$ cat config.mk
export PLATFORM = sky130hd
export DESIGN_NAME = serial_adc_port
export DESIGN_NICKNAME = d
export VERILOG_FILES = /design/src/rtl/serial_adc_pkg.sv /design/src/rtl/pin_sync_if.sv /design/src/rtl/pin_sync.sv /design/src/rtl/serial_adc_port.sv
export SDC_FILE = /design/constraint.sdc
export NUM_CORES = 1
export LEC_CHECK = 0
export ABC_AREA = 1
export BUFFER_PORTS_ARGS = -buffer_cell sky130_fd_sc_hd__buf_2
export CAP_MARGIN = 20
export CORE_ASPECT_RATIO = 0.7
export CORE_UTILIZATION = 45
export CTS_CLUSTER_DIAMETER = 60
export CTS_CLUSTER_SIZE = 20
export DETAILED_ROUTE_END_ITERATION = 8
export PLACE_DENSITY = 0.65
export SLEW_MARGIN = 20
export SYNTH_ARGS = -nofsm -noshare
export SYNTH_HDL_FRONTEND = slang
export SYNTH_HIERARCHICAL = 1
export SYNTH_SLANG_ARGS = --single-unit
$ cat constraint.sdc
create_clock -name clk_in -period 1.9 [get_ports clk_in]
set_clock_uncertainty 0.1 [all_clocks]
set_input_delay 0.095 -clock clk_in [delete_from_list [all_inputs] [get_ports clk_in]]
set_output_delay 0.095 -clock clk_in [all_outputs]
set_load 0.005 [all_outputs]
$ cat src/rtl/serial_adc_pkg.sv
// serial_adc_pkg: shared constants and state types for the serial result port.
// assumes: all users refer to items as serial_adc_pkg::name, nothing is imported.
package serial_adc_pkg;

  // ==========================================
  // widths and counts
  localparam int unsigned RESULT_W = 12;
  localparam int unsigned PIN_W = 4;
  localparam logic [3:0] MSB_IDX = 4'hB;
  localparam logic [3:0] LSB_IDX = 4'h0;
  localparam logic [3:0] LSB_COPY_START = 4'h1;
  localparam logic [3:0] LEAD_LAST_FALL = 4'h1;
  localparam logic [3:0] CFG_LAST_BIT = 4'h2;
  localparam logic [3:0] CFG_SAMPLE_BIT = 4'h1;
  localparam logic [3:0] CNT_ZERO = 4'h0;
  localparam logic [3:0] CNT_ONE = 4'h1;

  // ==========================================
  // configuration word fields, first bit received lands in the top field
  localparam int unsigned CFG_W = 3;
  localparam int unsigned CFG_MODE_POS = 2;
  localparam int unsigned CFG_CHAN_POS = 1;
  localparam int unsigned CFG_ORDER_POS = 0;
  localparam logic [CFG_W-1:0] CFG_RESET = 3'h0;

  // ==========================================
  // synchronised pin positions and reset levels (idle: deselected, clock high)
  localparam int unsigned PIN_SEL_N = 3;
  localparam int unsigned PIN_SCLK = 2;
  localparam int unsigned PIN_DIN = 1;
  localparam int unsigned PIN_TWO_CH = 0;
  localparam logic [PIN_W-1:0] PIN_RESET = 4'hC;

  typedef enum logic [2:0] {
    ST_IDLE,
    ST_LEAD,
    ST_HUNT,
    ST_CONFIG,
    ST_WAIT_NULL,
    ST_MSB,
    ST_LSB,
    ST_ZEROS
  } port_state_e;

endpackage

$ cat src/rtl/pin_sync_if.sv
// pin_sync_if: carries raw pin levels to the synchroniser and clean levels back.
// assumes: one synchroniser and one port core share it on the same clock.
`timescale 1ns/1ps
`default_nettype none
interface pin_sync_if;
  logic [serial_adc_pkg::PIN_W-1:0] raw;
  logic [serial_adc_pkg::PIN_W-1:0] clean;

  modport sync_side (input raw, output clean);
  modport core_side (output raw, input clean);
endinterface
`default_nettype wire

$ cat src/rtl/pin_sync.sv
// pin_sync: two flip-flop synchroniser for every asynchronous pin of the port.
// assumes: clk_in domain, synchronous active-high reset.
`timescale 1ns/1ps
`default_nettype none
module pin_sync (
  input wire logic clk_in,
  input wire logic sys_rst_in,
  pin_sync_if.sync_side pins
);
  typedef struct packed {
    logic [serial_adc_pkg::PIN_W-1:0] meta;
    logic [serial_adc_pkg::PIN_W-1:0] stable;
  } sync_s;

  sync_s s_q;
  sync_s s_d;

  // the first stage feeds only the second stage
  always_comb begin
    s_d.meta = pins.raw;
    s_d.stable = s_q.meta;
  end

  always_ff @(posedge clk_in) begin
    if (sys_rst_in) begin
      s_q <= {serial_adc_pkg::PIN_RESET, serial_adc_pkg::PIN_RESET};
    end else begin
      s_q <= s_d;
    end
  end

  assign pins.clean = s_q.stable;
endmodule
`default_nettype wire

$ cat src/rtl/serial_adc_port.sv
// serial_adc_port: serial control and result port of a 12-bit sampling converter.
// assumes: host drives select, shift clock and data in well below clk_in/4;
// the converter core presents its finished code on code_in during the sample window.
//
// Contract
// [RULE1] bits launch on falling shift clock, incoming bits sampled on rising edge
// [RULE2] single-input variant needs no configuration, starts on select falling
// [RULE3] single-input variant enables data out at second clock pulse after select falls
// [RULE4] single-input variant sends one null bit, then the result
// [RULE5] host raises select after each exchange; port then resets fully
// [RULE6] two-channel variant receives configuration first, then transmits; half duplex
// [RULE7] two-channel variant skips leading zeros; first one is the start bit
// [RULE8] three configuration bits follow start bit, set input and order, start conversion
// [RULE9] after configuration all serial input ignored until select toggles
// [RULE10] two-channel variant samples serial input on rising shift clock
// [RULE11] two-channel variant sends one null bit after configuration, then result
// [RULE12] single-input variant sends msb first then lsb first copy
// [RULE13] further clocks after the data send zeros indefinitely
// [RULE14] bias and comparator power down after conversion while clocking continues
// [RULE15] mode bit: 1 channel against ground, 0 channel difference; next bit picks channel
// [RULE16] low select enables the device, high select powers it down
// [RULE17] result word is twelve bits
// [RULE18] input sampling window lasts one and a half shift clock cycles
// [RULE19] order bit one: msb first then zeros; zero: lsb first copy follows
// [RULE20] with data lines tied, line driven low on fourth falling edge after start
// [RULE21] serial output stays high impedance while select is high
// [RULE22] twelve result bits follow the null bit, one per falling edge
`timescale 1ns/1ps
`default_nettype none
module serial_adc_port (
  input wire logic clk_in,
  input wire logic sys_rst_in,
  input wire logic select_power_down_n_in,
  input wire logic sclk_in,
  input wire logic data_in,
  input wire logic two_channel_in,
  input wire logic [serial_adc_pkg::RESULT_W-1:0] code_in,
  output logic data_out,
  output logic data_oe_out,
  output logic sampling_out,
  output logic converting_out,
  output logic powered_out,
  output logic input_mode_bit_out,
  output logic channel_select_out,
  output logic output_order_bit_out
);

  // ==========================================
  // pin synchronisation
  pin_sync_if pins ();

  assign pins.raw = {select_power_down_n_in, sclk_in, data_in, two_channel_in};

  pin_sync u_pin_sync (
    .clk_in(clk_in),
    .sys_rst_in(sys_rst_in),
    .pins(pins)
  );

  logic sel_n;
  logic sclk;
  logic din;
  logic two_ch_strap;

  assign sel_n = pins.clean[serial_adc_pkg::PIN_SEL_N];
  assign sclk = pins.clean[serial_adc_pkg::PIN_SCLK];
  assign din = pins.clean[serial_adc_pkg::PIN_DIN];
  assign two_ch_strap = pins.clean[serial_adc_pkg::PIN_TWO_CH];

  // ==========================================
  // port state
  typedef struct packed {
    serial_adc_pkg::port_state_e st;
    logic [3:0] cnt;
    logic sclk_prev;
    logic [serial_adc_pkg::RESULT_W-1:0] result;
    logic [serial_adc_pkg::CFG_W-1:0] cfg;
    logic two_ch;
    logic dout;
    logic oe;
    logic sampling;
    logic converting;
    logic powered;
  } port_s;

  port_s s_q;
  port_s s_d;

  logic rise;
  logic fall;
  logic order_msb_only;

  assign rise = sclk && !s_q.sclk_prev; // [RULE1]
  assign fall = !sclk && s_q.sclk_prev; // [RULE1]
  // the single-input part always sends the lsb-first copy
  assign order_msb_only = s_q.two_ch && s_q.cfg[serial_adc_pkg::CFG_ORDER_POS]; // [RULE19]

  always_comb begin
    s_d = s_q;
    s_d.sclk_prev = sclk;
    s_d.powered = !sel_n; // [RULE16]

    if (sel_n) begin
      // deselect wins over everything: back to idle, line released
      s_d.st = serial_adc_pkg::ST_IDLE; // [RULE5]
      s_d.cnt = serial_adc_pkg::CNT_ZERO;
      s_d.cfg = serial_adc_pkg::CFG_RESET;
      s_d.dout = 1'b0;
      s_d.oe = 1'b0; // [RULE21]
      s_d.sampling = 1'b0;
      s_d.converting = 1'b0; // [RULE16]
    end else begin
      unique case (s_q.st)
        serial_adc_pkg::ST_IDLE: begin
          // strap is taken at the start of each exchange only
          s_d.two_ch = two_ch_strap;
          s_d.cnt = serial_adc_pkg::CNT_ZERO;
          if (two_ch_strap) begin
            s_d.st = serial_adc_pkg::ST_HUNT; // [RULE6]
          end else begin
            s_d.st = serial_adc_pkg::ST_LEAD; // [RULE2]
          end
        end

        serial_adc_pkg::ST_LEAD: begin
          if (rise && s_q.cnt == serial_adc_pkg::CNT_ZERO) begin
            s_d.sampling = 1'b1; // [RULE18]
          end
          if (fall) begin
            if (s_q.cnt == serial_adc_pkg::LEAD_LAST_FALL) begin
              // second pulse: drive the null bit and begin conversion
              s_d.oe = 1'b1; // [RULE3]
              s_d.dout = 1'b0; // [RULE4]
              s_d.sampling = 1'b0; // [RULE18]
              s_d.converting = 1'b1;
              s_d.result = code_in; // [RULE17]
              s_d.cnt = serial_adc_pkg::MSB_IDX;
              s_d.st = serial_adc_pkg::ST_MSB;
            end else begin
              s_d.cnt = s_q.cnt + serial_adc_pkg::CNT_ONE;
            end
          end
        end

        serial_adc_pkg::ST_HUNT: begin
          if (rise && din) begin
            s_d.cnt = serial_adc_pkg::CNT_ZERO; // [RULE7]
            s_d.st = serial_adc_pkg::ST_CONFIG;
          end
        end

        serial_adc_pkg::ST_CONFIG: begin
          if (rise) begin
            s_d.cfg = {s_q.cfg[serial_adc_pkg::CFG_W-2:0], din}; // [RULE8] [RULE10]
            if (s_q.cnt == serial_adc_pkg::CFG_SAMPLE_BIT) begin
              s_d.sampling = 1'b1; // [RULE18]
            end
            if (s_q.cnt == serial_adc_pkg::CFG_LAST_BIT) begin
              s_d.st = serial_adc_pkg::ST_WAIT_NULL; // [RULE9]
            end else begin
              s_d.cnt = s_q.cnt + serial_adc_pkg::CNT_ONE;
            end
          end
        end

        serial_adc_pkg::ST_WAIT_NULL: begin
          // fourth falling edge after the start bit takes the shared line
          if (fall) begin
            s_d.oe = 1'b1; // [RULE20]
            s_d.dout = 1'b0; // [RULE11]
            s_d.sampling = 1'b0; // [RULE18]
            s_d.converting = 1'b1; // [RULE8]
            s_d.result = code_in; // [RULE17]
            s_d.cnt = serial_adc_pkg::MSB_IDX;
            s_d.st = serial_adc_pkg::ST_MSB;
          end
        end

        serial_adc_pkg::ST_MSB: begin
          if (fall) begin
            s_d.dout = s_q.result[s_q.cnt]; // [RULE22] [RULE12]
            if (s_q.cnt == serial_adc_pkg::LSB_IDX) begin
              // last bit resolved: bias and comparator may shut off
              s_d.converting = 1'b0; // [RULE14]
              if (order_msb_only) begin
                s_d.st = serial_adc_pkg::ST_ZEROS; // [RULE19]
              end else begin
                s_d.cnt = serial_adc_pkg::LSB_COPY_START;
                s_d.st = serial_adc_pkg::ST_LSB; // [RULE12]
              end
            end else begin
              s_d.cnt = s_q.cnt - serial_adc_pkg::CNT_ONE;
            end
          end
        end

        serial_adc_pkg::ST_LSB: begin
          if (fall) begin
            s_d.dout = s_q.result[s_q.cnt]; // [RULE12] [RULE19]
            if (s_q.cnt == serial_adc_pkg::MSB_IDX) begin
              s_d.st = serial_adc_pkg::ST_ZEROS;
            end else begin
              s_d.cnt = s_q.cnt + serial_adc_pkg::CNT_ONE;
            end
          end
        end

        serial_adc_pkg::ST_ZEROS: begin
          if (fall) begin
            s_d.dout = 1'b0; // [RULE13]
          end
        end
      endcase
    end
  end

  always_ff @(posedge clk_in) begin
    if (sys_rst_in) begin
      s_q.st <= serial_adc_pkg::ST_IDLE;
      s_q.cnt <= serial_adc_pkg::CNT_ZERO;
      s_q.sclk_prev <= 1'b1;
      s_q.result <= '0;
      s_q.cfg <= serial_adc_pkg::CFG_RESET;
      s_q.two_ch <= 1'b0;
      s_q.dout <= 1'b0;
      s_q.oe <= 1'b0;
      s_q.sampling <= 1'b0;
      s_q.converting <= 1'b0;
      s_q.powered <= 1'b0;
    end else begin
      s_q <= s_d;
    end
  end

  // ==========================================
  // outputs, all straight from state flops
  assign data_out = s_q.dout;
  assign data_oe_out = s_q.oe;
  assign sampling_out = s_q.sampling;
  assign converting_out = s_q.converting;
  assign powered_out = s_q.powered;
  // selection applies in the two-channel variant only
  assign input_mode_bit_out = s_q.cfg[serial_adc_pkg::CFG_MODE_POS]; // [RULE15]
  assign channel_select_out = s_q.cfg[serial_adc_pkg::CFG_CHAN_POS]; // [RULE15]
  assign output_order_bit_out = s_q.cfg[serial_adc_pkg::CFG_ORDER_POS];

endmodule
`default_nettype wire

==> impl_summary.txt, run 1 <==
----------------------------------------------------
[Logic synthesis]
  Number of enable-type register cells in the synthesized netlist ... 0
  Count leader, synth ... nand2_1
  Synth top area share ... 37.3%
  Gate Count Post-Synth ... 320
  Synthesized Nets ... 343
  Warnings from Yosys ... 6
  Per-instance average area after synthesis ... 6.21 sq um
  Most area-consuming cells after synthesis ... dfxtp_1, nand2_1, nor2_1, nand3_1, inv_1
  Most numerous cell types in the synthesized netlist ... nand2_1, nor2_1, dfxtp_1, inv_1, nand3_1
  Sequential element share of the synthesized area ... 37.3%
  Synthesized flop and latch total ... 37
  Number of distinct library cells after synthesis ... 23
  Post-synthesis instance area ... 1990 sq um
  Primary flip-flop cell chosen by synthesis mapping ... dfxtp_1
  Ys async rst share ... 0%
  Cell type with the highest aggregate area in the netlist ... dfxtp_1

[Worst setup path]
  Critical path, cell by cell ... inv_2 > nor2_1 > nand2_1 > nand2_1 > nand4_2 > buf_4 > o21ai_0 > nor2_1
  Largest incremental delay on the critical path ... 420 ps
  Element type at the critical path start ... register
  Top delay family on crit path ... simple AND/OR/NAND/NOR gates
  Arrival @ worst endpoint ... 1800 ps
  Highest-delay cell along the critical path ... dfxtp_2
  Data required, critical path ... 1990 ps
  Worst Reg-to-Reg Cells ... 8
  Type of the worst setup path ... register to register
  Reg-to-Reg Start ... s_q[26]
  Endpoint of the most critical register-to-register path ... s_q[13]
  Critical path endpoint category ... register
  Crit Path Max Fanout ... 12
  Reg-to-reg slack, setup ... 190 ps
  Buffering stage count on the worst path with inverters included ... 2

[Finish]
  Layout net count ... 397
  Final instance area ... 2490 sq um
  P&R area growth vs syn ... 25.6%
  Fraction of layout cells with a size suffix above 1 ... 15.2%
  Number of diodes ... 0

[Power and ir drop]
  Leakage power figure ... 1.31 nW
  Peak ir drop on the vdd network ... 523 uV
  Net switching fraction of the power ... 24.7%
  Internal power ... 1.11 mW
  Power per cell area ... 592 nW/um^2
  Proportion of power drawn by the clock network ... 37.6%
  Combinational fraction of design power ... 8.5%
  Psw ... 0.365 mW
  Part of the total power dissipated in sequential elements ... 53.9%

[GRT]
  Pin count of the biggest net entering global routing ... 15
  First-pass GRT wire length ... 8.07 mm
  Number of global-route vias before repair ... 1788
  Overall routing resource usage ... 22.7%
  Number of antenna violations at the first check in global routing ... 0
  Final global-route overflow total ... 0

[STA]
  Setup_tns ... 0 ps
  Pins Over Slew Limit ... 0
  Final Hold Violating Endpoints ... 0
  Max frequency ... 586 MHz
  Unrepaired setup endpoints after global routing ... false
  Final worst path period need ... 1710 ps
  Slew Limit Headroom ... 77.2%
  Worst slew pin tran ... 342 ps
  Final cycle utilization of the critical path ... 89.8%
  Final setup violation count ... 0

[Hold path]
  Min-Delay Path Class ... register to register
  Number of instances on the worst hold path ... 2
  Hold Startpoint ... u_pin_sync/s_d[1]
  Terminating pin of the worst hold path ... u_pin_sync/pins.clean[1]

[Placement]
  Count of input and output buffers ... 25
  Routability cong. ... 0.920
  DP Area ... 2210 sq um
  Hpwl dp ... 3.41 mm

[Route]
  Aggregate routed wire length ... 4.68 mm
  Starting DRT DRC Count ... 241
  Total met2 wirelength after detailed routing ... 1.84 mm
  DRC viols ... 0
  Average via count per standard cell ... 4.80
  Amount of wire on met3 after detailed routing ... 284 microns
  Drt pass-1 iters ... 4
  Highest routed layer ... met4
  Remaining number of nets flagged by the antenna check after routing ... 0
  Post-DR wirelength/cell ... 11.0 microns
  Length of routed wiring on met1 ... 2.52 mm
  Vias after detailed routing ... 2048

[Die]
  # rows ... 19
  Die Footprint ... 4690 sq um
  Core area ... 4070 sq um
  Number of top-level design ports ... 26
  Die span in y ... 57.6 microns
  Die extent in x ... 81.4 microns
  Starting utilization of the core area ... 48.8%

[Clock tree]
  Clock-pin slew on the worst setup and hold paths ... 80 ps
  Sink Count ... 37
  Clock tree from TritonCTS ... done
  Clock Latency Late Sink ... 300 ps
  CTS Root Buffer Type ... clkbuf_8
  H-tree level count ... 2
  Max Root-Sink Buffers ... 2
  Number of buffers created by CTS ... 5

[Status]
  Outcome ... finished clean

[Flow run]
  Maximum Capacitance Violations ... 0

----------------------------------------------------
==> layer usage <==
layer	global-route usage [%]	vias up
met5	0	-
met4	6.12	0
met3	6.08	5
met2	30.8	66
met1	34.6	872
li1	-	1105
==> worst max path at each step <==
stage	startpoint	end	slack [ps]	depth (start not counted)
3_5_place_dp	s_q[26]	s_q[13]	100	8
2_1_floorplan	s_q[23]	s_q[11]	200	10
3_3_place_gp	s_q[26]	s_q[13]	40	8
6_report	s_q[26]	s_q[13]	190	8
5_1_grt	u_pin_sync/pins.clean[2]	s_q[13]	4	9
4_1_cts	s_q[26]	s_q[13]	100	8
==> cell usage in the layout, fill, tap and decap left out, drive strengths merged <==
master and n:
ha 5, xor2 2, nor2 64, nand3 29, nand4 2, o211ai 1
dlygate4sd3 19, o21ai 25, nor3 1, buf 35, dfxtp 37, or2 1
inv 41, clkbuf 5, clkinv 4, nand2 91, a21oi 13
==> worst min-delay path: cells and delay by family (launching register included) <==
kind / cells / cell delay [ps]
buf+inv: 1 / 40
flops: 1 / 300
simple gates: 1 / 30
==> final cells by class <==
class                           count  area (sq um)
Clock buffer                        5          68.8
Clock inverter                      3          22.5
Fill cell                         384          1570
Inverter                           42           158
Multi-Input combinational cell    234          1040
Sequential cell                    37           744
Tap cell                           52          65.1
Timing Repair Buffer               54           390
==> logic make-up after synthesis <==
family / after synthesis / share of synthesized area [%]
AO/OA/AOI/OAI: 39 / 9.96
AND/OR/NAND/NOR: 188 / 38.6
flip-flops: 37 / 37.3
buffers and inverters: 49 / 10.1
adder cells (fa/ha/maj): 5 / 3.15
XOR/XNOR: 2 / 0.882
==> registers in the layout (all words and copies together), names as in the netlist <==
name / cells
channel_select_out: 1
u_pin_sync/s_d: 4
data_oe_out: 1
output_order_bit_out: 1
input_mode_bit_out: 1
u_pin_sync/pins.clean: 4
sampling_out: 1
data_out: 1
powered_out: 1
s_q: 21
converting_out: 1
==> power groups by stage <==
stage / registers (mW) / clock network [mW] / logic [mW]
2_1_floorplan: 0.811 / 0 / 0.0632
3_3_place_gp: 0.814 / 0 / 0.0930
3_5_place_dp: 0.814 / 0 / 0.0926
4_1_cts: 0.795 / 0.570 / 0.122
5_1_grt: 0.797 / 0.601 / 0.142
6_report: 0.796 / 0.555 / 0.125
==> through the flow <==
step | hold WS [ps] | power [mW] | setup WS [ps] | instances | util (%)
floorplan | 66.2 | 0.874 | 198 | 320 | -
global placement | 168 | 0.907 | 43.0 | 400 | 54.3
detailed placement | 171 | 0.906 | 100 | 400 | 54.3
CTS | 309 | 1.49 | 97.2 | 427 | 61.2
global route | 328 | 1.54 | 3.59 | 427 | 61.3
finish | 310 | 1.48 | 194 | 427 | 61.3
==> repair_timing <==
| item | CTS | global route |
|---|---|---|
| setup endpoints to repair | 0 | 15 |
| endpoints found under the hold margin | 18 | 0 |
| gates resized for setup | 0 | 3 |
| hold buffers | 19 | 0 |
| setup buffers | 0 | 0 |
No activity file was read; power rests on OpenSTA's default activity.
==> inputs of run 2 (changes only) <==
--- a/config.mk
+++ b/config.mk
@@ -7,7 +7,6 @@
 export LEC_CHECK = 0
 export ABC_AREA = 1
 export BUFFER_PORTS_ARGS = -buffer_cell sky130_fd_sc_hd__buf_2
-export CAP_MARGIN = 20
 export CORE_ASPECT_RATIO = 0.7
 export CORE_UTILIZATION = 45
 export CTS_CLUSTER_DIAMETER = 60
==> constraint.sdc (replaced) <==
create_clock -name clk_in -period 2.05 [get_ports clk_in]
set_clock_uncertainty 0.1 [all_clocks]
set_input_delay 0.1025 -clock clk_in [delete_from_list [all_inputs] [get_ports clk_in]]
set_output_delay 0.1025 -clock clk_in [all_outputs]
set_load 0.005 [all_outputs]
==> run 2 against run 1 <==
Compared with the run above: first-iteration DRC count shrank 37%; sequential power shrank 7.4%; die area is the same; sequential share of layout area grew 0.075 points; combinational power shrank 4%; highest routed layer unchanged; core utilization shrank 0.46 points; non-clock buffer count shrank 3; routed wire length grew 5.7%; setup slack gained 24 ps; count of clock-buffer cells in the layout grew 1; cell area shrank 0.75%.
==> impl_summary.txt, run 2 (same netlist as run 1, synthesis figures left out) <==
----------------------------------------------------
[Placement]
  Routability cong. ... 0.913 (-0.74%)
  Hpwl dp ... 3.54 mm (+3.9%)
  Count of input and output buffers ... 25 (unchanged)
  Number of instances in the placed design ... 397 (-0.75%)

[GRT]
  Final global-route overflow total ... 0 (unchanged)
  Number of global-route vias before repair ... 1820 (+1.8%)
  Number of antenna violations at the first check in global routing ... 0 (unchanged)
  Overall routing resource usage ... 24.1% (+1.4 points)
  Pin count of the biggest net entering global routing ... 15 (unchanged)
  First-pass GRT wire length ... 8.38 mm (+3.8%)

[Finish]
  Register ranked first by flip-flop count ... s_q
  Number of non-filler instances in the completed layout ... 424 (-0.70%)
  Layout net count ... 394 (-0.76%)
  Post-layout utilization of the core ... 60.9% (-0.46 points)
  Fraction of layout cells with a size suffix above 1 ... 13.4% (-1.8 points)
  Most frequent cells in the layout ... nand2_1, nor2_1, dfxtp_1, inv_1, nand3_1
  Max reg flops ... 21 (unchanged)
  Filler Cells Inserted ... 374 (-2.6%)
  Number of diodes ... 0 (unchanged)
  Most common cell after layout, fill and taps aside ... nand2_1
  P&R area growth vs syn ... 24.6%

[STA]
  Final cycle utilization of the critical path ... 89.3% (-0.43 points)
  Max frequency ... 546 MHz (-6.9%)
  Tightest hold margin ... 304 ps (-5.88 ps)
  Final worst path period need ... 1830 ps (+126 ps)
  Setup_tns ... 0 ps (unchanged)
  Final setup violation count ... 0 (unchanged)
  Unrepaired setup endpoints after global routing ... false
  Slew Limit Headroom ... 74.6% (-2.5 points)
  Final Hold Violating Endpoints ... 0 (unchanged)
  Worst slew pin tran ... 380 ps (+37.8 ps)
  Pins Over Slew Limit ... 0 (unchanged)

[Power and ir drop]
  Power per cell area ... 554 nW/um^2 (-6.4%)
  Leakage power figure ... 1.27 nW (-3.6%)
  Peak ir drop on the vdd network ... 439 uV (-16%)
  Overall power of the completed layout ... 1.37 mW (-7.1%)

[Die]
  Die Footprint ... 4690 sq um (unchanged)
  Core area ... 4070 sq um (unchanged)
  Die span in y ... 57.6 microns (unchanged)
  # rows ... 19 (unchanged)
  Number of top-level design ports ... 26 (unchanged)
  Starting utilization of the core area ... 48.8% (unchanged)
  Die extent in x ... 81.4 microns (unchanged)

[Clock tree]
  CTS Root Buffer Type ... clkbuf_8
  Clock Latency Late Sink ... 300 ps (about the same)
  Clock-pin slew on the worst setup and hold paths ... 70 ps (about the same)
  Clock tree from TritonCTS ... done
  Number of buffers created by CTS ... 5 (unchanged)
  Max Root-Sink Buffers ... 2 (unchanged)
  # Post-CTS Setup Buffers ... 0 (unchanged)
  H-tree level count ... 2 (unchanged)
  Sink Count ... 37 (unchanged)

[Hold path]
  Number of instances on the worst hold path ... 2 (unchanged)
  Min-Delay Path Class ... register to register

[Route]
  DRC viols ... 0 (unchanged)
  Average via count per standard cell ... 4.90 (+2.1%)
  Remaining number of nets flagged by the antenna check after routing ... 0 (unchanged)
  Drt pass-1 iters ... 4 (unchanged)
  Vias after detailed routing ... 2076 (+1.4%)
  Aggregate routed wire length ... 4.95 mm (+5.7%)
  Post-DR wirelength/cell ... 11.7 microns (+6.4%)
  Starting DRT DRC Count ... 152 (-37%)

[Worst setup path]
  Type of the worst setup path ... register to register
  Crit Path Max Fanout ... 8 (-4)
  Arrival @ worst endpoint ... 1920 ps (+120 ps)
  Data required, critical path ... 2140 ps (+150 ps)
  Element type at the critical path start ... register
  Worst Reg-to-Reg Cells ... 9 (+1)
  Critical path endpoint category ... register

[Flow run]
  Maximum Capacitance Violations ... 0 (unchanged)

[Status]
  Outcome ... finished clean

----------------------------------------------------
-- run 2: routing by layer --
layer,part of all wire [%],GRT usage (%),vias up
met3,9.0,5.92,9
met2,39,33.1,78
met5,0,0,-
met1,50,36.0,893
met4,1.6,8.42,0
li1,-,-,1096
-- run 2: cell type report --
class / instances / area (sq um) / share of cell area, %
multi-input cells: 234 / 1050 / 42.6
clock buffers: 6 / 72.6 / 2.93
repair buffers: 51 / 368 / 14.9
flip-flops and latches: 37 / 741 / 29.9
clock inverters: 2 / 15.0 / 0.607
inverters: 42 / 160 / 6.47
well taps: 52 / 65.1 / 2.63
-- run 2: timing repair --
action,in CTS,in global routing
endpoints found under the hold margin,18,0
hold buffers,19,0
setup endpoints to repair,0,12
gates resized for setup,0,3
-- run 2: worst paths after layout --
kind | start | slack, ps | endpoint
max | s_q[23] | 220 | s_q[27]
min | u_pin_sync/s_d[1] | 300 | u_pin_sync/pins.clean[1]
max reg2reg | s_q[23] | 220 | s_q[27]
min reg2reg | u_pin_sync/s_d[1] | 300 | u_pin_sync/pins.clean[1]
-- run 2: stage by stage --
stage	instance area [sq um]	worst slack, ps
after detailed placement	2190	105
after floorplan	1990	348
after global placement	2190	152
final	2470	219
after global routing	2470	60.4
after CTS	2460	84.2
-- run 2: critical path: stages, from the launching register on --
cell	delay, ps
dfxtp_1	400
inv_1	210
ha_1	210
nand2_1	110
nand2_1	110
nand2_1	70
nor2_1	160
nand2_1	140
nor3_1	150
nor2_1	60
-- run 2: where the power goes --
part           internal (mW)  switching (mW)  leakage, nW  total [mW]
clock network          0.239           0.274       0.0374       0.514
registers              0.731         0.00638        0.300       0.737
logic                 0.0588          0.0614        0.929       0.120
total                   1.03           0.342         1.27        1.37
==> inputs of run 3 (changes only) <==
--- a/config.mk
+++ b/config.mk
@@ -12,6 +12,7 @@
 export CTS_CLUSTER_DIAMETER = 60
 export CTS_CLUSTER_SIZE = 20
 export DETAILED_ROUTE_END_ITERATION = 8
+export MAX_ROUTING_LAYER = met4
 export PLACE_DENSITY = 0.65
 export SLEW_MARGIN = 20
 export SYNTH_ARGS = -nofsm -noshare
==> run 3 against run 2 <==
Compared with the run above: routed wire length down 2.3%; cell count down 0.24%; via count down 2.8%; count of clock-buffer cells in the layout down 1; global-route usage down 0.20 points; die area unchanged; highest routed layer unchanged; flip-flop and latch count unchanged; cell area down 0.10%; total power up 1.9%; critical path depth down 1; combinational power about the same.
==> impl_summary.txt, run 3 (same netlist as run 1, synthesis figures left out) <==
----------------------------------------------------
[Finish]
  Number of non-filler instances in the completed layout ... 423 (-0.24%)
  Layout net count ... 393 (-0.25%)
  Number of diodes ... 0 (unchanged)
  Register ranked first by flip-flop count ... s_q
  Max reg flops ... 21 (unchanged)
  P&R area growth vs syn ... 24.5%
  Fraction of layout cells with a size suffix above 1 ... 13.2% (-0.23 points)
  Most common cell after layout, fill and taps aside ... nand2_1
  Most frequent cells in the layout ... nand2_1, nor2_1, dfxtp_1, inv_1, nand3_1

[Route]
  Starting DRT DRC Count ... 194 (+28%)
  Drt pass-1 iters ... 4 (unchanged)
  Post-DR wirelength/cell ... 11.4 microns (-2.1%)
  Average via count per standard cell ... 4.77 (-2.6%)
  Vias after detailed routing ... 2018 (-2.8%)
  Remaining number of nets flagged by the antenna check after routing ... 0 (unchanged)
  Aggregate routed wire length ... 4.83 mm (-2.3%)
  DRC viols ... 0 (unchanged)

[Clock tree]
  Clock Latency Late Sink ... 300 ps (about the same)
  H-tree level count ... 2 (unchanged)
  Clock-pin slew on the worst setup and hold paths ... 80 ps (about the same)
  # Post-CTS Setup Buffers ... 0 (unchanged)
  Number of buffers created by CTS ... 5 (unchanged)
  Max Root-Sink Buffers ... 2 (unchanged)
  Sink Count ... 37 (unchanged)
  Clock tree from TritonCTS ... done
  CTS Root Buffer Type ... clkbuf_8

[STA]
  Final setup violation count ... 0 (unchanged)
  Final Hold Violating Endpoints ... 0 (unchanged)
  Slew Limit Headroom ... 75.8% (+1.1 points)
  Max frequency ... 565 MHz (+3.5%)
  Worst slew pin tran ... 363 ps (-16.6 ps)
  Final worst path period need ... 1770 ps (-61.8 ps)
  Setup_tns ... 0 ps (unchanged)
  Final cycle utilization of the critical path ... 86.3% (-3.0 points)
  Pins Over Slew Limit ... 0 (unchanged)
  Unrepaired setup endpoints after global routing ... false

[Worst setup path]
  Largest incremental delay on the critical path ... 510 ps (+110 ps)
  Element type at the critical path start ... register
  Critical path endpoint category ... register
  Crit Path Max Fanout ... 13 (+5)
  Reg-to-Reg Start ... s_q[26]
  Critical path, cell by cell ... inv_2 > nor2_1 > nand2_1 > nand2_1 > nand4_4 > inv_4 > nor2_1 > nor2_1
  Endpoint of the most critical register-to-register path ... s_q[13]
  Critical Path Most Common Cell ... nor2_1
  Worst Reg-to-Reg Cells ... 8 (-1)
  Type of the worst setup path ... register to register
  Reg-to-reg slack, setup ... 280 ps (+60 ps)
  Data required, critical path ... 2190 ps (+50 ps)
  Highest-delay cell along the critical path ... dfxtp_1
  Arrival @ worst endpoint ... 1910 ps (about the same)

[Die]
  # rows ... 19 (unchanged)
  Die Footprint ... 4690 sq um (unchanged)
  Die extent in x ... 81.4 microns (unchanged)
  Die span in y ... 57.6 microns (unchanged)
  Starting utilization of the core area ... 48.8% (unchanged)
  Number of top-level design ports ... 26 (unchanged)
  Core area ... 4070 sq um (unchanged)

[Hold path]
  Terminating pin of the worst hold path ... u_pin_sync/pins.clean[0]
  Min-Delay Path Class ... register to register
  Hold Startpoint ... u_pin_sync/s_d[0]
  Number of instances on the worst hold path ... 2 (unchanged)

[GRT]
  Overall routing resource usage ... 23.9% (-0.20 points)
  Number of global-route vias before repair ... 1706 (-6.3%)
  Number of antenna violations at the first check in global routing ... 0 (unchanged)
  Final global-route overflow total ... 0 (unchanged)
  First-pass GRT wire length ... 8.02 mm (-4.3%)
  Pin count of the biggest net entering global routing ... 15 (unchanged)

[Power and ir drop]
  Leakage power figure ... 1.27 nW (about the same)
  Overall power of the completed layout ... 1.40 mW (+1.9%)
  Peak ir drop on the vdd network ... 473 uV (+7.6%)
  Power per cell area ... 565 nW/um^2 (+2.0%)

[Status]
  Outcome ... finished clean

[Placement]
  Number of instances in the placed design ... 395 (-0.50%)
  Routability cong. ... 0.972 (+6.4%)
  Hpwl dp ... 3.41 mm (-3.7%)
  Count of input and output buffers ... 25 (unchanged)

[Flow run]
  Maximum Capacitance Violations ... 0 (unchanged)

----------------------------------------------------
run 3: final cells by class:
| type | instances | area [sq um] |
|---|---|---|
| Fill cell | 389 | 1590 |
| Multi-Input combinational cell | 234 | 1050 |
| Sequential cell | 37 | 741 |
| Timing Repair Buffer | 50 | 363 |
| Inverter | 42 | 160 |
| Clock buffer | 5 | 68.8 |
| Tap cell | 52 | 65.1 |
| Clock inverter | 3 | 21.3 |
run 3: worst max path at each step:
stage	to	slack, ps	start	cells past startpoint
floorplan	s_q[11]	350	s_q[23]	10
global placement	s_q[16]	210	s_q[26]	8
detailed placement	s_q[16]	150	s_q[26]	8
CTS	s_q[18]	130	s_q[26]	8
global route	s_q[20]	30	s_q[26]	7
finish	s_q[13]	280	s_q[26]	8
run 3: what timing repair did:
action / 4_1_cts / 5_1_grt
endpoints found under the setup margin: 0 / 12
hold endpoints to repair: 20 / 0
hold buffers: 20 / 0
resized for setup: 0 / 3
run 3: through the flow:
stage                     setup slack (ps)  utilization, %  hold WS [ps]  instance area, sq um
after floorplan                        348               -          73.7                  1990
after global placement                 206            53.4           170                  2170
after detailed placement               152            53.4           181                  2170
after CTS                              129            60.5           307                  2460
after global routing                  26.2            60.8           331                  2470
final                                  280            60.8           309                  2470
run 3: power breakdown:
part           internal (mW)  switching, mW  leakage (nW)
clock                  0.241          0.298        0.0445
combinational         0.0593         0.0600         0.920
sequential             0.731        0.00716         0.300
run 3: worst max-delay path, delay by kind of cell, from the launching register on:
kind                   cells  cell delay [ps]
AND/OR/NAND/NOR            6              780
flip-flops                 1              510
buffers and inverters      2              290
run 3: per-layer routing:
metal	GRT usage (%)	share of wire, %	wire (microns)
met5	-	0	0
met4	8.42	1.6	76
met3	5.60	5.7	275
met2	31.7	41	1960
met1	34.7	52	2520
